## src/chac_defs.svh

```systemverilog
// Purpose: Offsets, field positions, reset values and codes of the command
//          and host-access control register bank.
// Assumes: Byte-wide registers on a seven-bit register address.
// Notes:   Definitions only; include by bare name.
`ifndef CHAC_DEFS_SVH
`define CHAC_DEFS_SVH

// Register offsets
`define CHAC_ADDR_CMD        7'h00
`define CHAC_ADDR_HAC        7'h01
`define CHAC_ADDR_VER        7'h7F

// Command register fields
`define CHAC_CMD_STANDBY_BIT 7
`define CHAC_CMD_RADIO_BIT   6
`define CHAC_CMD_CODE_MSB    4
`define CHAC_CMD_CODE_LSB    0

// Host-access control register fields
`define CHAC_HAC_UNLOCK_BIT  7
`define CHAC_HAC_HOST_BIT    6
`define CHAC_HAC_SAM_BIT     5
`define CHAC_HAC_LINK_MSB    3
`define CHAC_HAC_LINK_LSB    2

// Reset values
`define CHAC_CMD_CODE_RST    5'h00
`define CHAC_CMD_IDLE        5'h00
`define CHAC_LINK_RST        2'h0
`define CHAC_VERSION_RST     8'h5A

// Secure-module link select codes
`define CHAC_LINK_OFF        2'h0
`define CHAC_LINK_SPI        2'h1
`define CHAC_LINK_LS_TWI     2'h2
`define CHAC_LINK_TWI        2'h3

`endif

```

## src/chac_pkg.sv

```systemverilog
// Purpose: Types shared by the register bank modules.
// Assumes: chac_defs.svh on the include path.
// Notes:   Nothing here holds state.
`include "chac_defs.svh"

package chac_pkg;

  // Secure-module link select encoding
  typedef enum logic [1:0]
  {
    CHAC_LINK_OFF_E    = `CHAC_LINK_OFF,
    CHAC_LINK_SPI_E    = `CHAC_LINK_SPI,
    CHAC_LINK_LS_TWI_E = `CHAC_LINK_LS_TWI,
    CHAC_LINK_TWI_E    = `CHAC_LINK_TWI
  } chac_link_t;

  // Decoded link enables, one bit per link kind
  typedef struct packed
  {
    logic two_wire;
    logic low_speed_two_wire;
    logic spi;
    logic off;
  } chac_link_dec_t;

  // Link select to one-hot enables
  function automatic chac_link_dec_t chac_link_decode(input chac_link_t sel);
    chac_link_dec_t d;
    d = '0;
    case (sel)
      CHAC_LINK_OFF_E:    d.off                = 1'b1;
      CHAC_LINK_SPI_E:    d.spi                = 1'b1;
      CHAC_LINK_LS_TWI_E: d.low_speed_two_wire = 1'b1;
      CHAC_LINK_TWI_E:    d.two_wire           = 1'b1;
      default:            d.off                = 1'b1;
    endcase
    return d;
  endfunction : chac_link_decode

endpackage : chac_pkg

```

## src/chac_hacl.sv

```systemverilog
// Purpose: Host-access control register with one-shot write unlock.
// Assumes: Write strobes come from logic on mclk, one cycle per access.
// Notes:   Owner and link fields change only on an unlocked write.
`timescale 1ns/1ps
`include "chac_defs.svh"

module chac_hacl
(
  // Clock and reset
  input  wire logic               mclk,
  input  wire logic               rst_b,
  // Write access from the register port
  input  wire logic               wr_any,
  input  wire logic               wr_hac,
  input  wire logic [7:0]         wdata,
  // Register state
  output logic                    write_unlock_flag,
  output logic                    owner_is_host,
  output logic                    owner_is_secure_module,
  output chac_pkg::chac_link_t    secure_module_link_select
);

  logic both_owners;

  // A request for both owners at once leaves the owner flags as they were; the link field still updates
  assign both_owners = wdata[`CHAC_HAC_HOST_BIT] & wdata[`CHAC_HAC_SAM_BIT];

  // One-shot unlock; any write after it consumes it
  always_ff @(posedge mclk)
  begin
    if (!rst_b)
      write_unlock_flag <= 1'b0;
    else if (wr_any && write_unlock_flag)
      write_unlock_flag <= 1'b0;
    else if (wr_hac && wdata[`CHAC_HAC_UNLOCK_BIT])
      write_unlock_flag <= 1'b1;
  end

  // Bus owner flags, changed only on the write after unlocking
  always_ff @(posedge mclk)
  begin
    if (!rst_b)
    begin
      owner_is_host          <= 1'b0;
      owner_is_secure_module <= 1'b0;
    end
    else if (wr_hac && write_unlock_flag && !both_owners)
    begin
      owner_is_host          <= wdata[`CHAC_HAC_HOST_BIT];
      owner_is_secure_module <= wdata[`CHAC_HAC_SAM_BIT];
    end
  end

  // Link select, also guarded so a stray write cannot drop the link
  always_ff @(posedge mclk)
  begin
    if (!rst_b)
      secure_module_link_select <= chac_pkg::chac_link_t'(`CHAC_LINK_RST);
    else if (wr_hac && write_unlock_flag)
      secure_module_link_select <= chac_pkg::chac_link_t'(
        wdata[`CHAC_HAC_LINK_MSB:`CHAC_HAC_LINK_LSB]);
  end

endmodule : chac_hacl

```

## src/chac_top.sv

```systemverilog
// Purpose: Command register and host-access control register bank.
// Assumes: Register port driven by same-clock host interface logic.
//          All inputs are on mclk, so none passes a synchroniser.
// Notes:   Read data appears one cycle after the read strobe.
//          Reserved bits are not stored; they always read as zero.
//          The unlock flag is spent by any write, never by a read.
//          A host write outranks hardware updates in the same cycle.
//          Link enables trail the select field by one cycle.
`timescale 1ns/1ps
`include "chac_defs.svh"

// Ownership change, as seen from the host:
//   1. write host-access control with the unlock bit set
//   2. read back if wanted; reads leave the unlock armed
//   3. write host-access control with the wanted owner and link
// Any other write in between spends the unlock, and the owner
// write then lands as a locked write and changes nothing.
// Asking for both owners at once leaves the owners as they were.

module chac_top
#(
  parameter logic [7:0] VERSION_ID = `CHAC_VERSION_RST  // Arbitrary value
)
(
  // Clock and reset
  input  wire logic        mclk,
  input  wire logic        rst_b,
  // Register port
  input  wire logic [6:0]  reg_addr,
  input  wire logic        reg_wr,
  input  wire logic        reg_rd,
  input  wire logic [7:0]  reg_wdata,
  // Register port, answer
  output logic      [7:0]  reg_rdata,
  output logic             reg_rvalid,
  // Command engine
  input  wire logic        cmd_done,
  input  wire logic        wake_event,
  // Command engine, outputs
  output logic      [4:0]  command_code,
  output logic             command_start,
  // Power control
  output logic             power_down,
  output logic             radio_power_down,
  // Bus ownership
  output logic             owner_is_host,
  output logic             owner_is_secure_module,
  // Secure-module link enables
  output logic             link_off,
  output logic             link_spi,
  output logic             link_low_speed_two_wire,
  output logic             link_two_wire
);

  // Per-register write strobes
  logic                    wr_cmd;
  logic                    wr_hac;

  // State seen from the host-access control register
  logic                    unlock;
  chac_pkg::chac_link_t    link_sel;
  chac_pkg::chac_link_dec_t link_dec;

  // Read data before the output flop
  logic [7:0]              next_rdata;

  // Address match, used by both the write and the read path
  // Full seven-bit compare, so no mapped register has an alias
  function automatic logic addr_is(input logic [6:0] a, input logic [6:0] ref_a);
    return a == ref_a;
  endfunction : addr_is

  // Write decode
  // Writes to the version or unmapped addresses match nothing here
  assign wr_cmd = reg_wr && addr_is(reg_addr, `CHAC_ADDR_CMD);
  assign wr_hac = reg_wr && addr_is(reg_addr, `CHAC_ADDR_HAC);

  // Host-access control register
  // Every write goes in as wr_any, since any write spends the unlock
  chac_hacl u_hacl
  (
    .mclk                      (mclk),
    .rst_b                     (rst_b),
    .wr_any                    (reg_wr),
    .wr_hac                    (wr_hac),
    .wdata                     (reg_wdata),
    .write_unlock_flag         (unlock),
    .owner_is_host             (owner_is_host),
    .owner_is_secure_module    (owner_is_secure_module),
    .secure_module_link_select (link_sel)
  );

  // Standby: host sets it, a wake event clears it; the host write wins
  // Held in a flop so it stays steady across host traffic
  // Wake acts only when no command-register write lands in the same cycle,
  // so a host that re-enters standby is never overruled
  always_ff @(posedge mclk)
  begin
    if (!rst_b)
      power_down <= 1'b0;
    else if (wr_cmd)
      power_down <= reg_wdata[`CHAC_CMD_STANDBY_BIT];
    else if (wake_event)
      power_down <= 1'b0;
  end

  // Modem power off is plain read/write
  // Not touched by the command engine, only by the host
  always_ff @(posedge mclk)
  begin
    if (!rst_b)
      radio_power_down <= 1'b0;
    else if (wr_cmd)
      radio_power_down <= reg_wdata[`CHAC_CMD_RADIO_BIT];
  end

  // Command code; a new host command outranks a finishing one,
  // so a command issued in the done cycle is not lost
  // The engine only ever returns the field to idle
  // Reads show the host code when both updates land in the same cycle
  always_ff @(posedge mclk)
  begin
    if (!rst_b)
      command_code <= `CHAC_CMD_CODE_RST;
    else if (wr_cmd)
      command_code <= reg_wdata[`CHAC_CMD_CODE_MSB:`CHAC_CMD_CODE_LSB];
    else if (cmd_done)
      command_code <= `CHAC_CMD_IDLE;
  end

  // Start pulse tells the command engine a code was written
  // Fires for every write, idle code included, so the engine
  // can also be told to stop by writing idle
  always_ff @(posedge mclk)
  begin
    if (!rst_b)
      command_start <= 1'b0;
    else
      command_start <= wr_cmd;
  end

  // Link enables, registered one cycle behind the select field
  // Decode stays one-hot, so exactly one enable is ever high
  // The extra flop costs a cycle but keeps each enable glitch free
  // Off is the reset state, so no link drives before software asks
  assign link_dec = chac_pkg::chac_link_decode(link_sel);

  always_ff @(posedge mclk)
  begin
    if (!rst_b)
    begin
      link_off                <= 1'b1;
      link_spi                <= 1'b0;
      link_low_speed_two_wire <= 1'b0;
      link_two_wire           <= 1'b0;
    end
    else
    begin
      link_off                <= link_dec.off;
      link_spi                <= link_dec.spi;
      link_low_speed_two_wire <= link_dec.low_speed_two_wire;
      link_two_wire           <= link_dec.two_wire;
    end
  end

  // Read mux; reserved bits and unmapped addresses read zero
  // Combinational image of the addressed register
  // Command bit 5 and host-access bits 4, 1 and 0 stay zero,
  // whatever software wrote into them
  always_comb
  begin
    next_rdata = 8'h00;
    if (addr_is(reg_addr, `CHAC_ADDR_CMD))
    begin
      next_rdata[`CHAC_CMD_STANDBY_BIT] = power_down;
      next_rdata[`CHAC_CMD_RADIO_BIT]   = radio_power_down;
      next_rdata[`CHAC_CMD_CODE_MSB:`CHAC_CMD_CODE_LSB] = command_code;
    end
    else if (addr_is(reg_addr, `CHAC_ADDR_HAC))
    begin
      next_rdata[`CHAC_HAC_UNLOCK_BIT] = unlock;
      next_rdata[`CHAC_HAC_HOST_BIT]   = owner_is_host;
      next_rdata[`CHAC_HAC_SAM_BIT]    = owner_is_secure_module;
      next_rdata[`CHAC_HAC_LINK_MSB:`CHAC_HAC_LINK_LSB] = link_sel;
    end
    else if (addr_is(reg_addr, `CHAC_ADDR_VER))
      next_rdata = VERSION_ID;
  end

  // Registered read answer; writes to the version address only spend an armed unlock
  // Data holds until the next read, so a slow host can pick it up
  // Valid is a single-cycle pulse for each read strobe
  always_ff @(posedge mclk)
  begin
    if (!rst_b)
    begin
      reg_rdata  <= 8'h00;
      reg_rvalid <= 1'b0;
    end
    else
    begin
      reg_rvalid <= reg_rd;
      if (reg_rd)
        reg_rdata <= next_rdata;
    end
  end

endmodule : chac_top

```

## config.mk

```make
export PLATFORM = sky130hd
export DESIGN_NAME = chac_top
export DESIGN_NICKNAME = d
export VERILOG_FILES = /design/src/chac_pkg.sv /design/src/chac_hacl.sv /design/src/chac_top.sv
export VERILOG_INCLUDE_DIRS = /design/src /design/src/src
export SDC_FILE = /design/constraint.sdc
export NUM_CORES = 1
export LEC_CHECK = 0
export BUFFER_PORTS_ARGS = -buffer_cell sky130_fd_sc_hd__clkbuf_2
export CORE_MARGIN = 2
export CORE_UTILIZATION = 42
export DETAILED_ROUTE_END_ITERATION = 16
export GPL_TIMING_DRIVEN = 0
export PLACE_DENSITY = 0.74
export SLEW_MARGIN = 20
export SYNTH_ARGS = -nofsm -noshare
export SYNTH_HDL_FRONTEND = slang
export SYNTH_HIERARCHICAL = 1
export SYNTH_SLANG_ARGS = --single-unit
```

## constraint.sdc

```tcl
create_clock -name mclk -period 1.2 [get_ports mclk]
set_input_delay 0.06 -clock mclk [delete_from_list [all_inputs] [get_ports mclk]]
set_output_delay 0.06 -clock mclk [all_outputs]
set_load 0.005 [all_outputs]
```

# Yosys cells after proc, flatten, opt, wreduce, memory -nomap -nowiden
# Cells that the tools add are included.
[totals]
ff_bits = 26
latch_bits = 0
mem_bits_rw = 0
rom_bits = 0
output_inout_bits = 23
mem_count = 0
[op_classes]
addsub = 0
multipliers = 0
div_mod_pow = 0
magnitude_cmp = 0
eq_ne = 5
n_shift = 0
muxes = 16
bitwise_logic = 2
n_reduce_logical = 12
[op_table]
columns = ["operator", "n"]
rows = [
  ["two-way mux 5 bit", 3],
  ["two-way mux 1 bit", 8],
  ["== test 7 x 1 -> 1 bit (second input constant)", 1],
  ["== test 7 bit (second input constant)", 1],
  ["zero test 7 bit", 1],
  ["two-way mux 7 bit", 1],
  ["logical AND 1 bit", 6],
  ["two-way mux 2 bit", 3],
  ["== test 2 bit (second input constant)", 2],
  ["nonzero test 2 bit", 2],
  ["two-way mux 3 bit", 1],
  ["== test 2 x 1 -> 1 bit (second input constant)", 1],
  ["zero test 2 bit", 1],
  ["OR reduction 2 bit", 1],
  ["bitwise AND 1 bit", 1],
  ["zero test 1 bit", 1],
  ["NOT 1 bit", 1],
]

# Logic depth before layout (Yosys ltp)
[depth]
depth_word = 4
depth_mapped = 5

# Modules after synthesis
# The synthesis kept the hierarchy.
[by_module_without_submodules]
columns = ["mod", "instances", "cells_per_inst", "area_per_inst_um2", "seq_area_each_um2"]
rows = [
  ["chac_top", 1, 92, 890.9, 420.4],
  ["chac_hacl", 1, 19, 210.2, 100.1],
]

# Worst setup path before layout
# OpenSTA, ideal clock, no wires.
[synth_path]
kind = "input -> register"
startpoint = "input port reg_addr[4]"
endpoint = "register u_hacl.owner_is_host"
setup_time_ns = 0.119
arrival_time_ns = 1.124
required_time_ns = 1.081
path_slack_ns = -0.042
stages = 4
n_path_buf = 0
cell_sequence = "nor4_4 and4_1 nand2_1 o221a_1"
[synth_via]
elab_chain_len = 4
[synth_rtl]
columns = ["element", "line", "source"]
rows = [
  ["start: declaration", "chac_top.sv:29", "input wire logic [6:0] reg_addr,"],
  ["== test 7 x 1 -> 1 bit", "chac_top.sv:70", "return a == ref_a;"],
  ["logical AND 1 bit", "chac_top.sv:76", "assign wr_hac = reg_wr && addr_is(reg_addr, `CHAC_ADDR_HAC);"],
  ["via wr_hac", "chac_top.sv:57", "logic wr_hac;"],
  ["logical AND 1 bit (2 in series)", "chac_hacl.sv:47", "else if (wr_hac && write_unlock_flag && !both_owners)"],
  ["end signal: assignment", "chac_hacl.sv:49", "owner_is_host <= wdata[`CHAC_HAC_HOST_BIT];"],
  ["end: declaration", "chac_hacl.sv:18", "output logic owner_is_host,"],
]
# The timed path passes the listed nets, and every way through them passes these cells.
# A chain may end at the register's enable or synchronous reset.

# Worst setup path after layout
[layout_path]
startpoint = "register u_hacl.write_unlock_flag"
endpoint = "register reg_rdata[7]"
[layout_via]
elab_chain_len = 2
[layout_rtl]
columns = ["element", "line", "source"]
rows = [
  ["start: declaration", "chac_hacl.sv:17", "output logic write_unlock_flag,"],
  ["start signal: assignment", "chac_hacl.sv:32", "write_unlock_flag <= 1'b0;"],
  ["start signal: assignment", "chac_hacl.sv:34", "write_unlock_flag <= 1'b0;"],
  ["start signal: assignment", "chac_hacl.sv:36", "write_unlock_flag <= 1'b1;"],
  ["two-way mux 3 bit", "chac_top.sv:179", "else if (addr_is(reg_addr, `CHAC_ADDR_HAC))"],
  ["two-way mux 2 bit", "chac_top.sv:173", "if (addr_is(reg_addr, `CHAC_ADDR_CMD))"],
  ["end signal: assignment", "chac_top.sv:204", "reg_rdata <= next_rdata;"],
  ["end: declaration", "chac_top.sv:34", "output logic [7:0] reg_rdata,"],
]
# Every way passes these cells.

==> flow_summary.yaml <==
synth:
  synth_area_per_cell_um2: 9.92
  synth_top_family_by_area: "simple AND/OR/NAND/NOR gates"
  ys_seq_elements: 26
  yosysSeqAreaShare: 0.473
  netlist_instances: 111
  synth_compound_gate_area_share: 0.130
  yosysWarnings: 6
  synthMuxAreaShare: 0.105
  synth_area_um2: 1100
  synthAdderAreaFrac: 0
  synthXorXnorAreaFrac: 0
  yosysUniqueCellTypes: 24
  synth-simple-area-share: 0.265
  synth_nets: 132
route:
  drt_iter0_drc: 25
  num_vias: 1066
  ant_nets: 0
  drc_errors: 0
  first_pass_iters: 4
  totalWireLength_mm: 2.71
  routed_via_density: 5.33
  wl_per_cell_um: 13.6
finish:
  final_cells: 200
  syn2layout_area_growth_pct: 36.8
  utilization: 0.608
  layout.nets: 193
  drive_gt1_frac: 0.353
  fill_cells: 224
  diodes: 0
cts:
  cts_buffers: 3
  ctsLongestPathBuffers: 2
  clock-sinks: 26
  clkSlewWorstSetupHoldPaths_ns: 0.13
  cts_root_buffer: "clkbuf_4"
  cts-resized-gates: 0
  cts_tree: "done"
  htree_levels: 1
  clk_latency_ns: 0.31
sta:
  hold_viol: 0
  finalSetupViolations: 0
  post-route-period-util: 0.892
  slew_headroom: 0.694
  slew_violations: 0
  worst_slew_pin_slew_ns: 0.460
  timing.hold.ws_ns: 0.0176
  post-route-min-period_ns: 1.07
  fmaxAchievable_mhz: 934
  rsz0062_at_grt: "no"
  fin_skew_ns: 0.00334
place:
  io_buffers: 42
  place.detailed.hpwl_mm: 1.92
  finalWeightedCongestion: 0.799
  dp.cells: 183
global_route:
  antenna_found_initial: 0
  grt_pass1_wl_mm: 4.30
  grt_use_total: 0.178
  grt_overflow_total: 0
  grt_pass1_vias: 970
  grt_max_degree: 14
outcome:
  status: "finished clean"
power_and_ir_drop:
  peakVddDrop_v: 0.000768
  power_density_nw_per_um2: 919
  power_mw: 1.38
  power_leakage_nw: 0.660
setup_path:
  arrival_ns: 1.32
  cpMaxStageDelayCell: "dfxtp_1"
  cpPeakStageDelay_ns: 0.52
  path_delay_family: "flip-flops"
  critPathBufInv: 0
  crit_type: "reg -> reg"
  cp-end-kind: "flop"
  path_max_fanout: 10
  start_kind: "flop"
  worstPathRequired_ns: 1.45
  cp_cell_sequence: "mux2_2, nand4_1, a21boi_0"
min_path:
  hp-class: "in -> reg"
floorplan:
  die_width_um: 55.2
  die_y_um: 55.2
  die_area_um2: 3050
  initial_core_util: 0.444
  ios: 44
  placementRows: 18
  coreArea_um2: 2480
job:
  drv_cap: 0
registers in the layout (all words and copies together) (netlist names):
| signal | flops |
|---|---|
| command_code | 5 |
| link_spi | 1 |
| link_low_speed_two_wire | 1 |
| u_hacl/owner_is_secure_module | 1 |
| command_start | 1 |
| u_hacl/owner_is_host | 1 |
| reg_rvalid | 1 |
| reg_rdata | 8 |
| link_two_wire | 1 |
| link_off | 1 |
| power_down | 1 |
| radio_power_down | 1 |
| u_hacl/write_unlock_flag | 1 |
| u_hacl/secure_module_link_select | 2 |
report_power, final:
| group | switching (mW) | leakage [nW] | internal, mW |
|---|---|---|---|
| registers | 0.00379 | 0.210 | 0.872 |
| clock network | 0.239 | 0.0138 | 0.117 |
| logic | 0.0737 | 0.436 | 0.0791 |
| total | 0.316 | 0.660 | 1.07 |
layer usage:
metal | wire length, µm | track usage | vias to the layer above | share of wire
met2 | 1390 | 0.294 | 41 | 0.51
met3 | 128 | 0.0375 | 4 | 0.047
met5 | 0 | 0 | - | 0
li1 | - | - | 522 | -
met1 | 1160 | 0.214 | 499 | 0.43
met4 | 42 | 0.0976 | 0 | 0.015
cell usage after synthesis:
cell      instances  area [µm²]
a21boi_0          7        52.6
a21oi_1           4        20.0
and2_1            2        12.5
and3_1            3        18.8
and3_2            2        15.0
and3b_1           3        26.3
and4_1            1        8.76
buf_2             1        5.00
buf_6             1        11.3
clkbuf_1          4        15.0
dfxtp_1          26         521
mux2_2            4        45.0
mux2i_1           7        70.1
nand2_1          10        37.5
nand2b_1          5        31.3
nand3_1           6        30.0
nand3b_1          7        52.6
nand4_1           4        25.0
nor2_1            2        7.51
nor3_1            1        5.00
nor4_4            1        21.3
o21a_1            3        22.5
o21ai_0           5        25.0
o221a_1           2        22.5
placed cells by master, fill, tap and decap left out:
master         netlist  routed
a21boi_0             7       7
a21oi_1              4       4
and2_1               2       2
and3_1               3       3
and3_2               2       2
and3b_1              3       3
and4_4               0       1
buf_2                1       1
buf_4                0       4
buf_6                1       1
clkbuf_1             4       4
clkbuf_2             0      42
clkbuf_4             0       3
dfxtp_1             26      26
dlygate4sd3_1        0      10
mux2_2               4       4
mux2i_1              7       7
nand2_1             10       9
nand2_2              0       1
nand2b_1             5       5
nand3_1              6       6
nand3b_1             7       7
nand4_1              4       4
nor2_1               2       2
nor3_1               1       1
nor4_4               1       1
o21a_1               3       3
o21ai_0              5       5
o221a_1              2       2
logic make-up after synthesis:
family | count (synthesis)
DFF | 26
muxes | 11
AOI/OAI and AO/OA | 21
and+or+nand+nor | 47
buffers and inverters | 6
area by class of cell:
type | instances | area [µm²] | area share
plain buffers | 6 | 31.3 | 0.0208
repair buffers | 56 | 340 | 0.226
flip-flops and latches | 26 | 520 | 0.346
clock buffers | 3 | 22.5 | 0.0150
well taps | 30 | 37.5 | 0.0249
multi-input cells | 79 | 554 | 0.368
metrics by stage:
| step | setup TNS (ns) | setup WS [ns] | area (µm²) |
|---|---|---|---|
| 2_1_floorplan | -0.0183 | -0.00916 | 1110 |
| 3_3_place_gp | -2.27 | -0.251 | 1350 |
| 3_5_place_dp | -2.97 | -0.278 | 1350 |
| 4_1_cts | 0 | 0.0736 | 1460 |
| 5_1_grt | 0 | 0.0732 | 1510 |
| 6_report | 0 | 0.130 | 1510 |
final timing paths:
| kind | depth (start not counted) | slack [ns] | to | startpoint |
|---|---|---|---|---|
| worst max-delay path | 3 | 0.13 | reg_rdata[7]$_SDFFE_PN0P_ | u_hacl/write_unlock_flag$_SDFFE_PP0P_ |
| worst max register to register | 3 | 0.13 | reg_rdata[7]$_SDFFE_PN0P_ | u_hacl/write_unlock_flag$_SDFFE_PP0P_ |
| worst min register to register | 2 | 0.49 | radio_power_down$_SDFFE_PN0P_ | radio_power_down$_SDFFE_PN0P_ |
| worst min-delay path | 2 | 0.02 | u_hacl/owner_is_secure_module$_SDFFE_PN0P_ | rst_b |
worst reg2reg max path: stages (launching register included):
cell      delay, ns
dfxtp_1        0.52
mux2_2         0.22
nand4_1        0.10
a21boi_0       0.18
timing repair:
item	CTS	global route
setup endpoints to repair	0	2
buffers inserted	0	4
endpoints found under the hold margin	7	2
hold buffers	8	2
No activity file was read; power rests on OpenSTA's default activity.
